<file path="src/include/csd_defs.vh">
// Constants for the clock source select and distribution block.
`ifndef CSD_DEFS_VH
`define CSD_DEFS_VH

// ----------------------------------------------------------------
// Register offsets
// ----------------------------------------------------------------
`define CSD_ADDR_FUSE    4'h0
`define CSD_ADDR_SLEEP   4'h1
`define CSD_ADDR_STATUS  4'h2

// ----------------------------------------------------------------
// Field positions
// ----------------------------------------------------------------
`define CSD_FUSE_SRC_LSB   0
`define CSD_FUSE_SUT_LSB   4
`define CSD_FUSE_DIV8_BIT  6
`define CSD_SLEEP_GO_BIT   7

// ----------------------------------------------------------------
// Reset values of the fuse field
// ----------------------------------------------------------------
`define CSD_RST_SRC   4'h2
`define CSD_RST_SUT   2'h2
`define CSD_RST_DIV8  1'h0

// ----------------------------------------------------------------
// Clock source classes
// ----------------------------------------------------------------
`define CSD_SRC_XTAL  2'h0
`define CSD_SRC_LFX   2'h1
`define CSD_SRC_RC    2'h2
`define CSD_SRC_EXT   2'h3

// ----------------------------------------------------------------
// Sleep modes
// ----------------------------------------------------------------
`define CSD_MODE_IDLE   3'h0
`define CSD_MODE_NOISE  3'h1
`define CSD_MODE_PDOWN  3'h2
`define CSD_MODE_PSAVE  3'h3
`define CSD_MODE_STBY   3'h6

// ----------------------------------------------------------------
// Timing counts in source, watchdog or system clock cycles
// ----------------------------------------------------------------
`define CSD_WAKE_258    17'h00102
`define CSD_WAKE_1K     17'h00400
`define CSD_WAKE_OTHER  17'h00006
`define CSD_RST_4K      17'h01000
`define CSD_PRESCALE    3'h7

`endif

</file>
<file path="src/rtl/csd_clock_ctrl.v">
// Clock source selection, start-up timing and glitch-free domain gating.
//
// Added by the designer: the register offsets and the strobed register port.
`include "csd_defs.vh"

module csd_clock_ctrl #(
  parameter WAKE_16K = 17'h04000,
  parameter WAKE_32K = 17'h08000,
  parameter RST_64K  = 17'h10000
) (
  // Clock and reset
  input  wire       clk_i,
  input  wire       rst_i,
  // Register port
  input  wire [3:0] addr_i,
  input  wire [7:0] wdata_i,
  input  wire       wr_i,
  input  wire       rd_i,
  output reg  [7:0] rdata_o,
  // Pins from other domains
  input  wire       osc_src_i,
  input  wire       wdt_osc_i,
  input  wire       async_src_i,
  input  wire       wake_i,
  // Domain clocks
  output reg        core_clock_o,
  output reg        periph_clock_o,
  output reg        progmem_clock_o,
  output reg        conv_clock_o,
  output reg        async_timer_clock_o,
  // Status
  output reg        exec_en_o,
  output reg        async_detect_o,
  output reg  [1:0] src_class_o,
  output reg        src_reserved_o
);

  // ----------------------------------------------------------------
  // States
  // ----------------------------------------------------------------
  localparam ST_RESET = 2'h0;
  localparam ST_RUN   = 2'h1;
  localparam ST_SLEEP = 2'h2;
  localparam ST_WAKE  = 2'h3;

  // ----------------------------------------------------------------
  // Functions
  // ----------------------------------------------------------------
  // Source class of the fuse field; reserved codes fall to RC.
  function [1:0] src_class;
    input [3:0] f;
    begin
      if (f[3])
        src_class = `CSD_SRC_XTAL;
      else if (f[2])
        src_class = `CSD_SRC_LFX;
      else if (f == 4'h0)
        src_class = `CSD_SRC_EXT;
      else
        src_class = `CSD_SRC_RC;
    end
  endfunction

  // Start-up length in source cycles after deep sleep.
  function [16:0] wake_len;
    input [3:0] f;
    input [1:0] s;
    begin
      case (src_class(f))
        `CSD_SRC_XTAL: begin
          if (!f[0])
            wake_len = s[1] ? `CSD_WAKE_1K : `CSD_WAKE_258;
          else if (s == 2'h0)
            wake_len = `CSD_WAKE_1K;
          else
            wake_len = WAKE_16K;
        end
        `CSD_SRC_LFX: wake_len = f[0] ? WAKE_32K : `CSD_WAKE_1K;
        default:      wake_len = `CSD_WAKE_OTHER;
      endcase
    end
  endfunction

  // ----------------------------------------------------------------
  // Counting helpers
  // ----------------------------------------------------------------
  // Counter step shared by the reset and wake waits.
  function [16:0] cnt_step;
    input [16:0] c;
    begin
      cnt_step = c + 17'h00001;
    end
  endfunction

  // High when one more counted edge completes a wait of the given length.
  function cnt_done;
    input [16:0] c;
    input [16:0] len;
    begin
      cnt_done = (cnt_step(c) >= len);
    end
  endfunction

  // Rising edge between two synchronised samples, the newer one in bit 0.
  function pin_rise;
    input [1:0] s;
    begin
      pin_rise = s[0] & ~s[1];
    end
  endfunction

  // ----------------------------------------------------------------
  // Pin synchronisers
  // ----------------------------------------------------------------
  reg [2:0] osc_s;
  reg [2:0] wdt_s;
  reg [1:0] asy_s;
  reg [1:0] wake_s;

  always @(posedge clk_i or posedge rst_i) begin
    if (rst_i) begin
      osc_s  <= 3'h0;
      wdt_s  <= 3'h0;
      asy_s  <= 2'h0;
      wake_s <= 2'h0;
    end else begin
      osc_s  <= {osc_s[1:0], osc_src_i};
      wdt_s  <= {wdt_s[1:0], wdt_osc_i};
      asy_s  <= {asy_s[0], async_src_i};
      wake_s <= {wake_s[0], wake_i};
    end
  end

  wire osc_edge = pin_rise(osc_s[2:1]);
  wire wdt_edge = pin_rise(wdt_s[2:1]);

  // ----------------------------------------------------------------
  // Registers
  // ----------------------------------------------------------------
  reg [3:0]  fuse_src;
  reg [1:0]  fuse_sut;
  reg        fuse_div8;
  reg [2:0]  sleep_mode;
  reg [1:0]  state;
  reg [16:0] cnt;
  reg [3:0]  dom_en;
  reg [2:0]  pre_cnt;

  wire sleep_go = wr_i & (addr_i == `CSD_ADDR_SLEEP) & wdata_i[`CSD_SLEEP_GO_BIT];

  // Shipped fuse values load on reset; a one bit reads unprogrammed.
  always @(posedge clk_i or posedge rst_i) begin
    if (rst_i) begin
      fuse_src   <= `CSD_RST_SRC;
      fuse_sut   <= `CSD_RST_SUT;
      fuse_div8  <= `CSD_RST_DIV8;
      sleep_mode <= `CSD_MODE_IDLE;
    end else if (wr_i) begin
      if (addr_i == `CSD_ADDR_FUSE) begin
        fuse_src  <= wdata_i[`CSD_FUSE_SRC_LSB+3:`CSD_FUSE_SRC_LSB];
        fuse_sut  <= wdata_i[`CSD_FUSE_SUT_LSB+1:`CSD_FUSE_SUT_LSB];
        fuse_div8 <= wdata_i[`CSD_FUSE_DIV8_BIT];
      end
      if (addr_i == `CSD_ADDR_SLEEP)
        sleep_mode <= wdata_i[2:0];
    end
  end

  // ----------------------------------------------------------------
  // Start-up and sleep sequencer
  // ----------------------------------------------------------------
  wire deep = (sleep_mode == `CSD_MODE_PDOWN) | (sleep_mode == `CSD_MODE_PSAVE);
  // Reset delay picked by the upper start-up fuse bit.
  wire [16:0] rst_len = fuse_sut[1] ? RST_64K : `CSD_RST_4K;

  always @(posedge clk_i or posedge rst_i) begin
    if (rst_i) begin
      state <= ST_RESET;
      cnt   <= 17'h00000;
    end else begin
      case (state)
        ST_RESET: begin
          if (wdt_edge) begin
            if (cnt_done(cnt, rst_len)) begin
              state <= ST_RUN;
              cnt   <= 17'h00000;
            end else begin
              cnt <= cnt_step(cnt);
            end
          end
        end
        ST_RUN: begin
          if (sleep_go)
            state <= ST_SLEEP;
        end
        ST_SLEEP: begin
          if (wake_s[1]) begin
            cnt   <= 17'h00000;
            state <= deep ? ST_WAKE : ST_RUN;
          end
        end
        ST_WAKE: begin
          if (osc_edge) begin
            if (cnt_done(cnt, wake_len(fuse_src, fuse_sut))) begin
              state <= ST_RUN;
              cnt   <= 17'h00000;
            end else begin
              cnt <= cnt_step(cnt);
            end
          end
        end
        default: state <= ST_RESET;
      endcase
    end
  end

  // ----------------------------------------------------------------
  // Domain enables: bit 0 core, 1 peripheral, 2 program memory, 3 converter
  // ----------------------------------------------------------------
  reg [3:0] next_dom_en;

  always @* begin
    next_dom_en = 4'h0;
    if (state == ST_RUN) begin
      next_dom_en = 4'hF;
    end else if (state == ST_SLEEP) begin
      case (sleep_mode)
        `CSD_MODE_IDLE:  next_dom_en = 4'hA;
        `CSD_MODE_NOISE: next_dom_en = 4'h8;
        default:         next_dom_en = 4'h0;
      endcase
    end
  end

  always @(posedge clk_i or posedge rst_i) begin
    if (rst_i) begin
      dom_en         <= 4'h0;
      exec_en_o      <= 1'b0;
      async_detect_o <= 1'b0;
      src_class_o    <= `CSD_SRC_RC;
      src_reserved_o <= 1'b0;
    end else begin
      dom_en         <= next_dom_en;
      exec_en_o      <= (next_dom_en[0] & (state == ST_RUN));
      async_detect_o <= ~next_dom_en[1];
      src_class_o    <= src_class(fuse_src);
      src_reserved_o <= (fuse_src == 4'h3) | (fuse_src == 4'h1);
    end
  end

  // ----------------------------------------------------------------
  // Glitch-free domain clock generation
  // ----------------------------------------------------------------
  // A domain clock only starts from low and only stops after its high
  // phase completes, so no shortened phase ever reaches the domain.
  // A prescale change is taken over only at a tick, so the phase that runs
  // when the divide-by-eight fuse is written is never cut short.
  reg        div8_eff;
  wire pre_tick = div8_eff | (pre_cnt == 3'h0);
  reg  [3:0] dclk;

  always @(posedge clk_i or posedge rst_i) begin
    if (rst_i) begin
      div8_eff <= `CSD_RST_DIV8;
    end else if (pre_tick) begin
      div8_eff <= fuse_div8;
    end
  end

  always @(posedge clk_i or posedge rst_i) begin
    if (rst_i) begin
      pre_cnt <= 3'h0;
    end else if (!div8_eff) begin
      pre_cnt <= (pre_cnt == `CSD_PRESCALE) ? 3'h0 : pre_cnt + 3'h1;
    end else begin
      pre_cnt <= 3'h0;
    end
  end

  // ----------------------------------------------------------------
  // Domain clock toggles
  // ----------------------------------------------------------------
  integer i;
  always @(posedge clk_i or posedge rst_i) begin
    if (rst_i) begin
      dclk <= 4'h0;
    end else if (pre_tick) begin
      for (i = 0; i < 4; i = i + 1) begin
        if (dclk[i])
          dclk[i] <= 1'b0;
        else
          dclk[i] <= dom_en[i];
      end
    end
  end

  always @* begin
    core_clock_o    = dclk[0];
    periph_clock_o  = dclk[1];
    progmem_clock_o = dclk[2];
    conv_clock_o    = dclk[3];
  end

  // The async timer clock is never gated by sleep.
  always @(posedge clk_i or posedge rst_i) begin
    if (rst_i)
      async_timer_clock_o <= 1'b0;
    else
      async_timer_clock_o <= asy_s[1];
  end

  // ----------------------------------------------------------------
  // Read port
  // ----------------------------------------------------------------
  always @(posedge clk_i or posedge rst_i) begin
    if (rst_i) begin
      rdata_o <= 8'h00;
    end else if (rd_i) begin
      case (addr_i)
        `CSD_ADDR_FUSE:   rdata_o <= {1'b0, fuse_div8, fuse_sut, fuse_src};
        `CSD_ADDR_SLEEP:  rdata_o <= {5'h00, sleep_mode};
        `CSD_ADDR_STATUS: rdata_o <= {src_reserved_o, 1'b0, dom_en, state};
        default:          rdata_o <= 8'h00;
      endcase
    end else begin
      rdata_o <= 8'h00;
    end
  end

endmodule // csd_clock_ctrl

</file>
<file path="config.mk">
export PLATFORM = sky130hd
export DESIGN_NAME = csd_clock_ctrl
export DESIGN_NICKNAME = d
export VERILOG_FILES = /design/src/rtl/csd_clock_ctrl.v
export VERILOG_INCLUDE_DIRS = /design/src /design/src/include
export SDC_FILE = /design/constraint.sdc
export NUM_CORES = 1
export LEC_CHECK = 0
export ABC_CLOCK_PERIOD_IN_PS = 4200
export BUFFER_PORTS_ARGS = -buffer_cell sky130_fd_sc_hd__buf_2
export CORE_MARGIN = 3
export CORE_UTILIZATION = 55
export DETAILED_ROUTE_END_ITERATION = 8
export PLACE_DENSITY = 0.73
export REMOVE_ABC_BUFFERS = 1
export SLEW_MARGIN = 20
export SYNTH_ARGS = -nofsm -noshare
export SYNTH_HDL_FRONTEND = slang
export SYNTH_SLANG_ARGS = --single-unit
</file>
<file path="constraint.sdc">
create_clock -name clk_i -period 4.2 [get_ports clk_i]
set_clock_uncertainty 0.05 [all_clocks]
set_input_delay 0 -clock clk_i [delete_from_list [all_inputs] [get_ports clk_i]]
set_output_delay 0 -clock clk_i [all_outputs]
set_load 0.05 [all_outputs]
</file>
* After elaboration in Yosys (flattened, before gate mapping)
Index checks and enable logic that the tools add are counted.
** Word-level totals
- ROM bits :: 0
- Bits in writable memories :: 0
- Latch bits :: 0
- Memories :: 0
- Register bits :: 65
- Bits of input ports :: 20
** Operators by class
- Div/mod/pow operators :: 0
- Multipliers :: 0
- Reductions and logical operators :: 12
- Add/subtract/negate cells :: 2
- Bitwise operators :: 11
- Muxes and demuxes :: 38
- Magnitude comparators :: 2
- Eq/ne operators :: 18
- Shift operators :: 0
** Operators with widths (number)
- 17-bit two-way mux :: 8
- 17-bit one-hot mux with 3 select lines :: 1
- 17-bit >= comparator :: 2
- 17-bit one-hot mux with 2 select lines :: 1
- 15-bit two-way mux :: 2
- 8-bit one-hot mux with 3 select lines :: 1
- 2-bit two-way mux :: 11
- 17-bit by 1-bit adder with 17-bit output, second input constant :: 1
- 16-bit two-way mux :: 1
- 2-bit != test, second input constant :: 6
- 11-bit two-way mux :: 1
- 4-bit by 1-bit equality test with 1-bit output, second input constant :: 2
- 4-bit by 2-bit equality test with 1-bit output, second input constant :: 2
- 4-bit logical NOT :: 2
- 4-bit two-way mux :: 2
- 8-bit two-way mux :: 1
- 2-bit one-hot mux with 4 select lines :: 1
- 4-bit one-hot mux with 2 select lines :: 1
- 3-bit by 2-bit equality test with 1-bit output, second input constant :: 2
- 2-bit logical NOT :: 3
- 3-bit logical NOT :: 2
- 3-bit two-way mux :: 2
- 6-bit AND reduction :: 1
- 1-bit bitwise AND :: 5
- 11 further kinds :: 22

* Depth between registers and ports, before layout
Gate-level depths: netlist (run 1).
- Depth after elaboration :: 14
- Mapped depth :: 14
- Mapped depth without buffers :: 12

* Worst setup path before layout (run 1)
Ideal clock, no wire load.
- Kind :: reg-to-reg
- From :: register cnt[0]
- To :: register cnt[8]
- Buffers on the path :: 2
- Required time :: 4.072 ns
- Cell stages (with the launch flop) :: 15
- Path slack :: 1.364 ns
- Arrival :: 2.708 ns
- Path through :: dfrtp_1 ha_1 and4_1 buf_2 nand4_1 xor2_1 inv_1 ha_1 nand2_1 nand3b_1 a211oi_1 a31oi_1 buf_6 a2111oi_2 o21bai_1
** On the way
- Cells in the longest elaborated chain, start to end :: 5
** Ends and longest elaborated chain
- start: declaration :: RTL line csd_clock_ctrl.v:145 : reg [16:0] cnt;
- start signal: assignment :: RTL line csd_clock_ctrl.v:188 : cnt <= cnt_step(cnt);
- start signal: assignment :: RTL line csd_clock_ctrl.v:208 : cnt <= cnt_step(cnt);
- 17-bit by 1-bit adder with 17-bit output (*) :: RTL line csd_clock_ctrl.v:91 : cnt_step = c + 17'h00001;
- 17-bit >= comparator :: RTL line csd_clock_ctrl.v:100 : cnt_done = (cnt_step(c) >= len);
- 17-bit two-way mux, on equally long branches :: RTL line csd_clock_ctrl.v:204, csd_clock_ctrl.v:184
- 17-bit two-way mux, on equally long branches :: RTL line csd_clock_ctrl.v:203, csd_clock_ctrl.v:183
- 17-bit one-hot mux with 3 select lines (*) :: RTL line csd_clock_ctrl.v:181 : case (state)
Mark *: on every way between the ends. The rest lies on a longest branch, timed or not. The select of a mux whose other input is x is not followed.
A chain may end at the register's enable or synchronous reset.

* Worst setup path in the final report (run 1)
- From :: register cnt[0]
- To :: register cnt[3]
Same word-level chain as after synthesis.

==> flow_summary.json, run 1 <==
{
  "path_class": "flip-flop to flip-flop",
  "yosysSeqAreaShare_pct": 45.7,
  "synth_area_sq_um": 3460,
  "ys_top_cells_by_area": "dfrtp_1 43%, ha_1 6.5%, mux2_2 3.3%, nand2_1 3.3%, mux2i_1 2.9%",
  "tightest_slew_ns": 1.05,
  "dieArea_sq_um": 7280,
  "synth-main-ff-cell": "dfrtp_1",
  "nets": 418,
  "grt_usage_pct": 20.6,
  "total_leakage_power_nw": 1.86,
  "synth_most_common_cell": "dfrtp_1",
  "n_fill_cell": 460,
  "setup-tns-final_ns": 0,
  "final_util_pct": 66.2,
  "core_sq_um": 5990,
  "die_x_microns": 85.3,
  "firstDrtPassIters": 4,
  "finalWeightedCongestion": 0.902,
  "clk_pin_slew_ns": 0.07,
  "antenna_found_initial": 0,
  "hold_viol": 0,
  "syn2layout_area_growth_pct": 14.8,
  "cts_tree": "built",
  "cp.required_ns": 4.42,
  "clockBufferDepth": 2,
  "ys_types": 59,
  "htree_levels": 3,
  "hpwlAfterDp_mm": 4.83,
  "io_pins": 38,
  "ir_drop_mv": 0.409,
  "finalSetupViolations": 0,
  "drive_gt1_share_pct": 22.9,
  "yosys.area.top_type": "dfrtp_1",
  "synth_edf_count": 0,
  "synth_cells": 333,
  "drc": 0,
  "viasPerCell": 5.57,
  "grt_pass1_wl_mm": 11.8,
  "cts_sinks": 63,
  "synth_seq_cells": 63,
  "cp_max_fo": 9,
  "cts_root_buffer": "clkbuf_8",
  "grt_overflow_total": 0,
  "syn_area_per_cell_sq_um": 10.4,
  "cts_setup_buffers": 0,
  "numCtsBuffers": 9,
  "die_h_microns": 85.3,
  "grt_pass1_vias": 2432,
  "ys_warn_count": 0,
  "synth_top_area_share_pct": 43.4,
  "hp-class": "input port to flip-flop",
  "clock_latency_ns": 0.34,
  "post_drt_wl_per_cell_microns": 15.0,
  "grt_max_degree": 64,
  "ctsHoldBuffers": 15,
  "cp-end-kind": "flip-flop",
  "cp.arrival_ns": 3.70,
  "rows": 28,
  "io_buffer_count": 37,
  "fmax_mhz": 287,
  "ys_top_cells_by_count": "60 x dfrtp_1, 30 x nand2_1, 24 x nor2_1",
  "start_kind": "flip-flop",
  "async_reset_ff_share_pct": 100,
  "drv_cap": 0,
  "drtAntennaViolNets": 0,
  "initial_utilization_pct": 57.7,
  "post-route-period-util_pct": 82.9,
  "outcome": "finished clean",
  "n_antenna_cell": 0,
  "power_density_nw_per_um2": 531,
  "routed_wl_mm": 6.89,
  "cts_resized": 0,
  "via_count": 2561,
  "slew-limit-headroom_pct": 29.2,
  "rsz0062_at_grt": "no",
  "period_needed_ns": 3.48,
  "maxSlewViolCount": 0,
  "drt-initial-drc-count": 114
}
[layer usage]
metal	vias to the layer above	wire, microns	track usage, %
li1	1280	-	-
met1	1202	3210	29.1
met2	70	3160	31.1
met3	9	440	6.12
met4	0	80	5.61
met5	-	0	0
[critical path, stage by stage, from the launching register on]
cell and delay [ns]:
dfrtp_1 0.48, ha_1 0.34, and4_1 0.40, nand4_1 0.15, xor2_1 0.27, inv_1 0.09, ha_1 0.21, nand2_1 0.06
nand3b_1 0.11, a211oi_2 0.24, a31oi_1 0.29, buf_4 0.27, a2111oi_2 0.28, o21bai_1 0.15
[through the flow]
stage / power (mW) / cells / worst slack (ns) / instance area (sq um) / hold slack, ns
2_1_floorplan: 1.42 / 313 / 0.805 / 3340 / -0.0186
3_3_place_gp: 1.63 / 429 / 0.808 / 3650 / 0.0583
3_5_place_dp: 1.66 / 429 / 0.710 / 3650 / 0.0593
4_1_cts: 2.13 / 460 / 0.684 / 3970 / 0.0800
5_1_grt: 2.26 / 460 / 0.340 / 3970 / 0.121
6_report: 2.11 / 460 / 0.719 / 3970 / 0.0967
[state kept, by name, indices dropped and copies added (netlist names), 3 cells and up]
| name | flops |
|---|---|
| cnt | 17 |
| fuse_src | 4 |
| dclk | 4 |
| pre_cnt | 3 |
| rdata_o | 8 |
| wdt_s | 3 |
| sleep_mode | 3 |
| osc_s | 3 |
[cells by family (layout without fill, tap and decap cells)]
family	after synthesis	count (layout)	share of synthesized area (%)
AOI/OAI and AO/OA	64	64	14.3
xor gates and xnor gates	14	14	3.76
adders and majority gates	18	18	6.51
buffers and inverters	39	91	5.39
DFF	63	63	45.7
muxes	20	20	6.15
and+or+nand+nor	115	115	18.2
[worst paths after layout]
kind / startpoint / endpoint / slack, ns / depth (start not counted)
min: addr_i[3] / rdata_o[7] / 0.1 / 5
min reg2reg: wdt_s[0] / wdt_s[1] / 0.30 / 0
min in group asynchronous: rst_i / cnt[6] / 0.37 / 4
max: cnt[0] / cnt[3] / 0.72 / 13
max in group asynchronous: rst_i / cnt[1] / 3.21 / 4
max reg2reg: cnt[0] / cnt[3] / 0.72 / 13
[area by class of cell]
| cell class | instances | area, sq um | share of cell area [%] |
|---|---|---|---|
| multi-input cells | 231 | 1690 | 42.6 |
| flip-flops and latches | 63 | 1580 | 39.8 |
| repair buffers | 56 | 365 | 9.21 |
| clock buffers | 11 | 131 | 3.31 |
| well taps | 75 | 93.8 | 2.36 |
| inverters | 19 | 71.3 | 1.80 |
| clock inverters | 5 | 35.0 | 0.883 |
[report_power, final]
group          total (mW)  leakage [nW]  internal, mW  switching [mW]
logic               0.818         0.975         0.286           0.532
registers           0.842         0.800         0.728           0.114
clock network       0.449        0.0833         0.214           0.235
[placed cells by master, fill, tap and decap left out, types with 5 or more instances in the layout]
| master | instances |
|---|---|
| dfrtp_1 | 60 |
| buf_2 | 37 |
| nand2_1 | 30 |
| nor2_1 | 24 |
| o21ai_0 | 18 |
| ha_1 | 18 |
| inv_1 | 17 |
| dlygate4sd3_1 | 15 |
| mux2i_1 | 10 |
| mux2_2 | 10 |
| clkbuf_8 | 9 |
| nand2b_1 | 8 |
| nand3_1 | 8 |
| o21bai_1 | 8 |
| nand4_1 | 7 |
| xnor2_1 | 7 |
| xor2_1 | 6 |
| a2111oi_2 | 6 |
| a21oi_1 | 5 |
Note: power is estimated with default switching activity, not from simulation.
==> inputs of run 2 (changes only) <==
--- a/config.mk
+++ b/config.mk
@@ -6,7 +6,7 @@
 export SDC_FILE = /design/constraint.sdc
 export NUM_CORES = 1
 export LEC_CHECK = 0
-export ABC_CLOCK_PERIOD_IN_PS = 4200
+export ABC_CLOCK_PERIOD_IN_PS = 3310
 export BUFFER_PORTS_ARGS = -buffer_cell sky130_fd_sc_hd__buf_2
 export CORE_MARGIN = 3
 export CORE_UTILIZATION = 55
==> constraint.sdc (replaced) <==
create_clock -name clk_i -period 3.31 [get_ports clk_i]
set_clock_uncertainty 0.05 [all_clocks]
set_input_delay 0 -clock clk_i [delete_from_list [all_inputs] [get_ports clk_i]]
set_output_delay 0 -clock clk_i [all_outputs]
set_load 0.05 [all_outputs]
==> flow_summary.json, run 2 (synthesis results as in run 1) <==
{
  "outcome": "finished clean",
  "wl_met3_microns": 456,
  "nets": 426,
  "grt_pass1_wl_mm": 12.1,
  "grt_pass1_vias": 2492,
  "clockBufferDepth": 2,
  "route.met2.wl_mm": 3.43,
  "tightest_slew_ns": 0.585,
  "htree_levels": 3,
  "layout_common_cells": "59 x dfrtp_1, 37 x buf_2, 30 x nand2_1",
  "hp-start": "addr_i[2]",
  "syn2layout_area_growth_pct": 17.4,
  "maxSlewViolCount": 0,
  "cts_tree": "built",
  "drt-initial-drc-count": 160,
  "n_antenna_cell": 0,
  "top_regs": "cnt: 17 flops, rdata_o: 8 flops",
  "reg2reg_from": "cnt[8]",
  "r2r_end": "cnt[6]",
  "drtAntennaViolNets": 0,
  "grt_overflow_total": 0,
  "cts_sinks": 63,
  "core_sq_um": 5990,
  "n_fill_cell": 448,
  "setup-tns-final_ns": 0,
  "via_count": 2626,
  "r2r_slack_ns": 0.18,
  "die_x_microns": 85.3,
  "cp.required_ns": 3.53,
  "die_h_microns": 85.3,
  "cp_max_fo": 9,
  "io_buffer_count": 37,
  "hp-class": "input port to flip-flop",
  "viasPerCell": 5.61,
  "finalPower_mw": 2.76,
  "drc": 0,
  "cp-end-kind": "flip-flop",
  "hold_viol": 0,
  "hpwlAfterDp_mm": 5.20,
  "placed_area_sq_um": 3720,
  "hold_path_end": "rdata_o[7]",
  "post_drt_wl_per_cell_microns": 15.7,
  "drv_cap": 0,
  "finalSetupViolations": 0,
  "finalWeightedCongestion": 0.884,
  "path_class": "flip-flop to flip-flop",
  "slew-limit-headroom_pct": 61.0,
  "rsz0062_at_grt": "no",
  "cts_setup_buffers": 0,
  "regMostFlops": "cnt",
  "top_layer": "met4",
  "holdPathStages": 5,
  "dieArea_sq_um": 7280,
  "grt_usage_pct": 21.5,
  "cts_root_buffer": "clkbuf_8",
  "power_density_nw_per_um2": 679,
  "clock_latency_ns": 0.34,
  "layout_commonest_cell": "dfrtp_1",
  "drive_gt1_share_pct": 26.0,
  "fmax_mhz": 320,
  "post-route-period-util_pct": 94.5,
  "ir_drop_mv": 0.597,
  "numCtsBuffers": 9,
  "fin_area_sq_um": 4060,
  "worst-r2r-cell-count": 12,
  "largest_reg_flops": 17,
  "total_leakage_power_nw": 1.90,
  "io_pins": 38,
  "grt_max_degree": 36,
  "cp.arrival_ns": 3.35,
  "firstDrtPassIters": 4,
  "clk_pin_slew_ns": 0.07,
  "start_kind": "flip-flop",
  "antenna_found_initial": 0,
  "rows": 28,
  "wl_met1_mm": 3.36,
  "routed_wl_mm": 7.34,
  "period_needed_ns": 3.13,
  "initial_utilization_pct": 57.7
}
==> run 2: cell type report <==
cell class	count	area [sq um]	area share, %
clock buffers	12	145	3.57
well taps	75	93.8	2.31
multi-input cells	231	1710	42.1
inverters	19	71.3	1.76
flip-flops and latches	63	1580	38.9
clock inverters	4	22.5	0.555
repair buffers	64	438	10.8
==> run 2: per-stage QoR <==
stage / setup slack [ns] / hold WS [ns] / util (%) / cells
after CTS: 0.0877 / 0.0676 / 67.5 / 468
after global routing: 0.00432 / 0.117 / 67.8 / 468
after floorplan: -0.0849 / -0.0186 / - / 313
final: 0.181 / 0.0841 / 67.8 / 468
after global placement: 0.254 / 0.0544 / 62.2 / 437
after detailed placement: 0.0961 / 0.0558 / 62.2 / 437
==> run 2: metal layers <==
metal / track usage (%) / vias up
met4: 9.21 / 0
li1: - / 1290
met1: 29.2 / 1250
met5: 0 / -
met3: 4.08 / 9
met2: 33.6 / 77
==> run 2: worst max-delay path by stage <==
stage                       from      end  depth (start not counted)  slack, ns
final                     cnt[8]   cnt[6]                         12       0.18
after global routing      cnt[8]   cnt[9]                         12      0.004
after CTS                 cnt[1]   cnt[8]                         13       0.09
after detailed placement  cnt[1]   cnt[8]                         13        0.1
after global placement    cnt[1]   cnt[6]                         13       0.25
after floorplan           cnt[0]  cnt[12]                         12      -0.08
==> run 2: worst max-delay path, stage by stage (launching register included) <==
cell	delay, ns
dfrtp_1	0.52
and4_1	0.36
nand3_2	0.12
nor2_1	0.14
xor2_1	0.26
ha_1	0.31
nand2_1	0.08
nand3b_1	0.12
a211oi_2	0.25
a31oi_1	0.17
buf_4	0.23
a2111oi_2	0.30
o21bai_1	0.15
==> run 2: timing repair <==
item | CTS | global route
endpoints found under the setup margin | 0 | 16
hold endpoints to repair | 47 | 0
hold buffers | 15 | 0
resized for setup | 0 | 6
==> run 2: power by group <==
part / total, mW / internal, mW / switching (mW)
Combinational: 1.11 / 0.399 / 0.710
Sequential: 1.06 / 0.925 / 0.137
Clock: 0.587 / 0.289 / 0.298
Total: 2.76 / 1.61 / 1.15
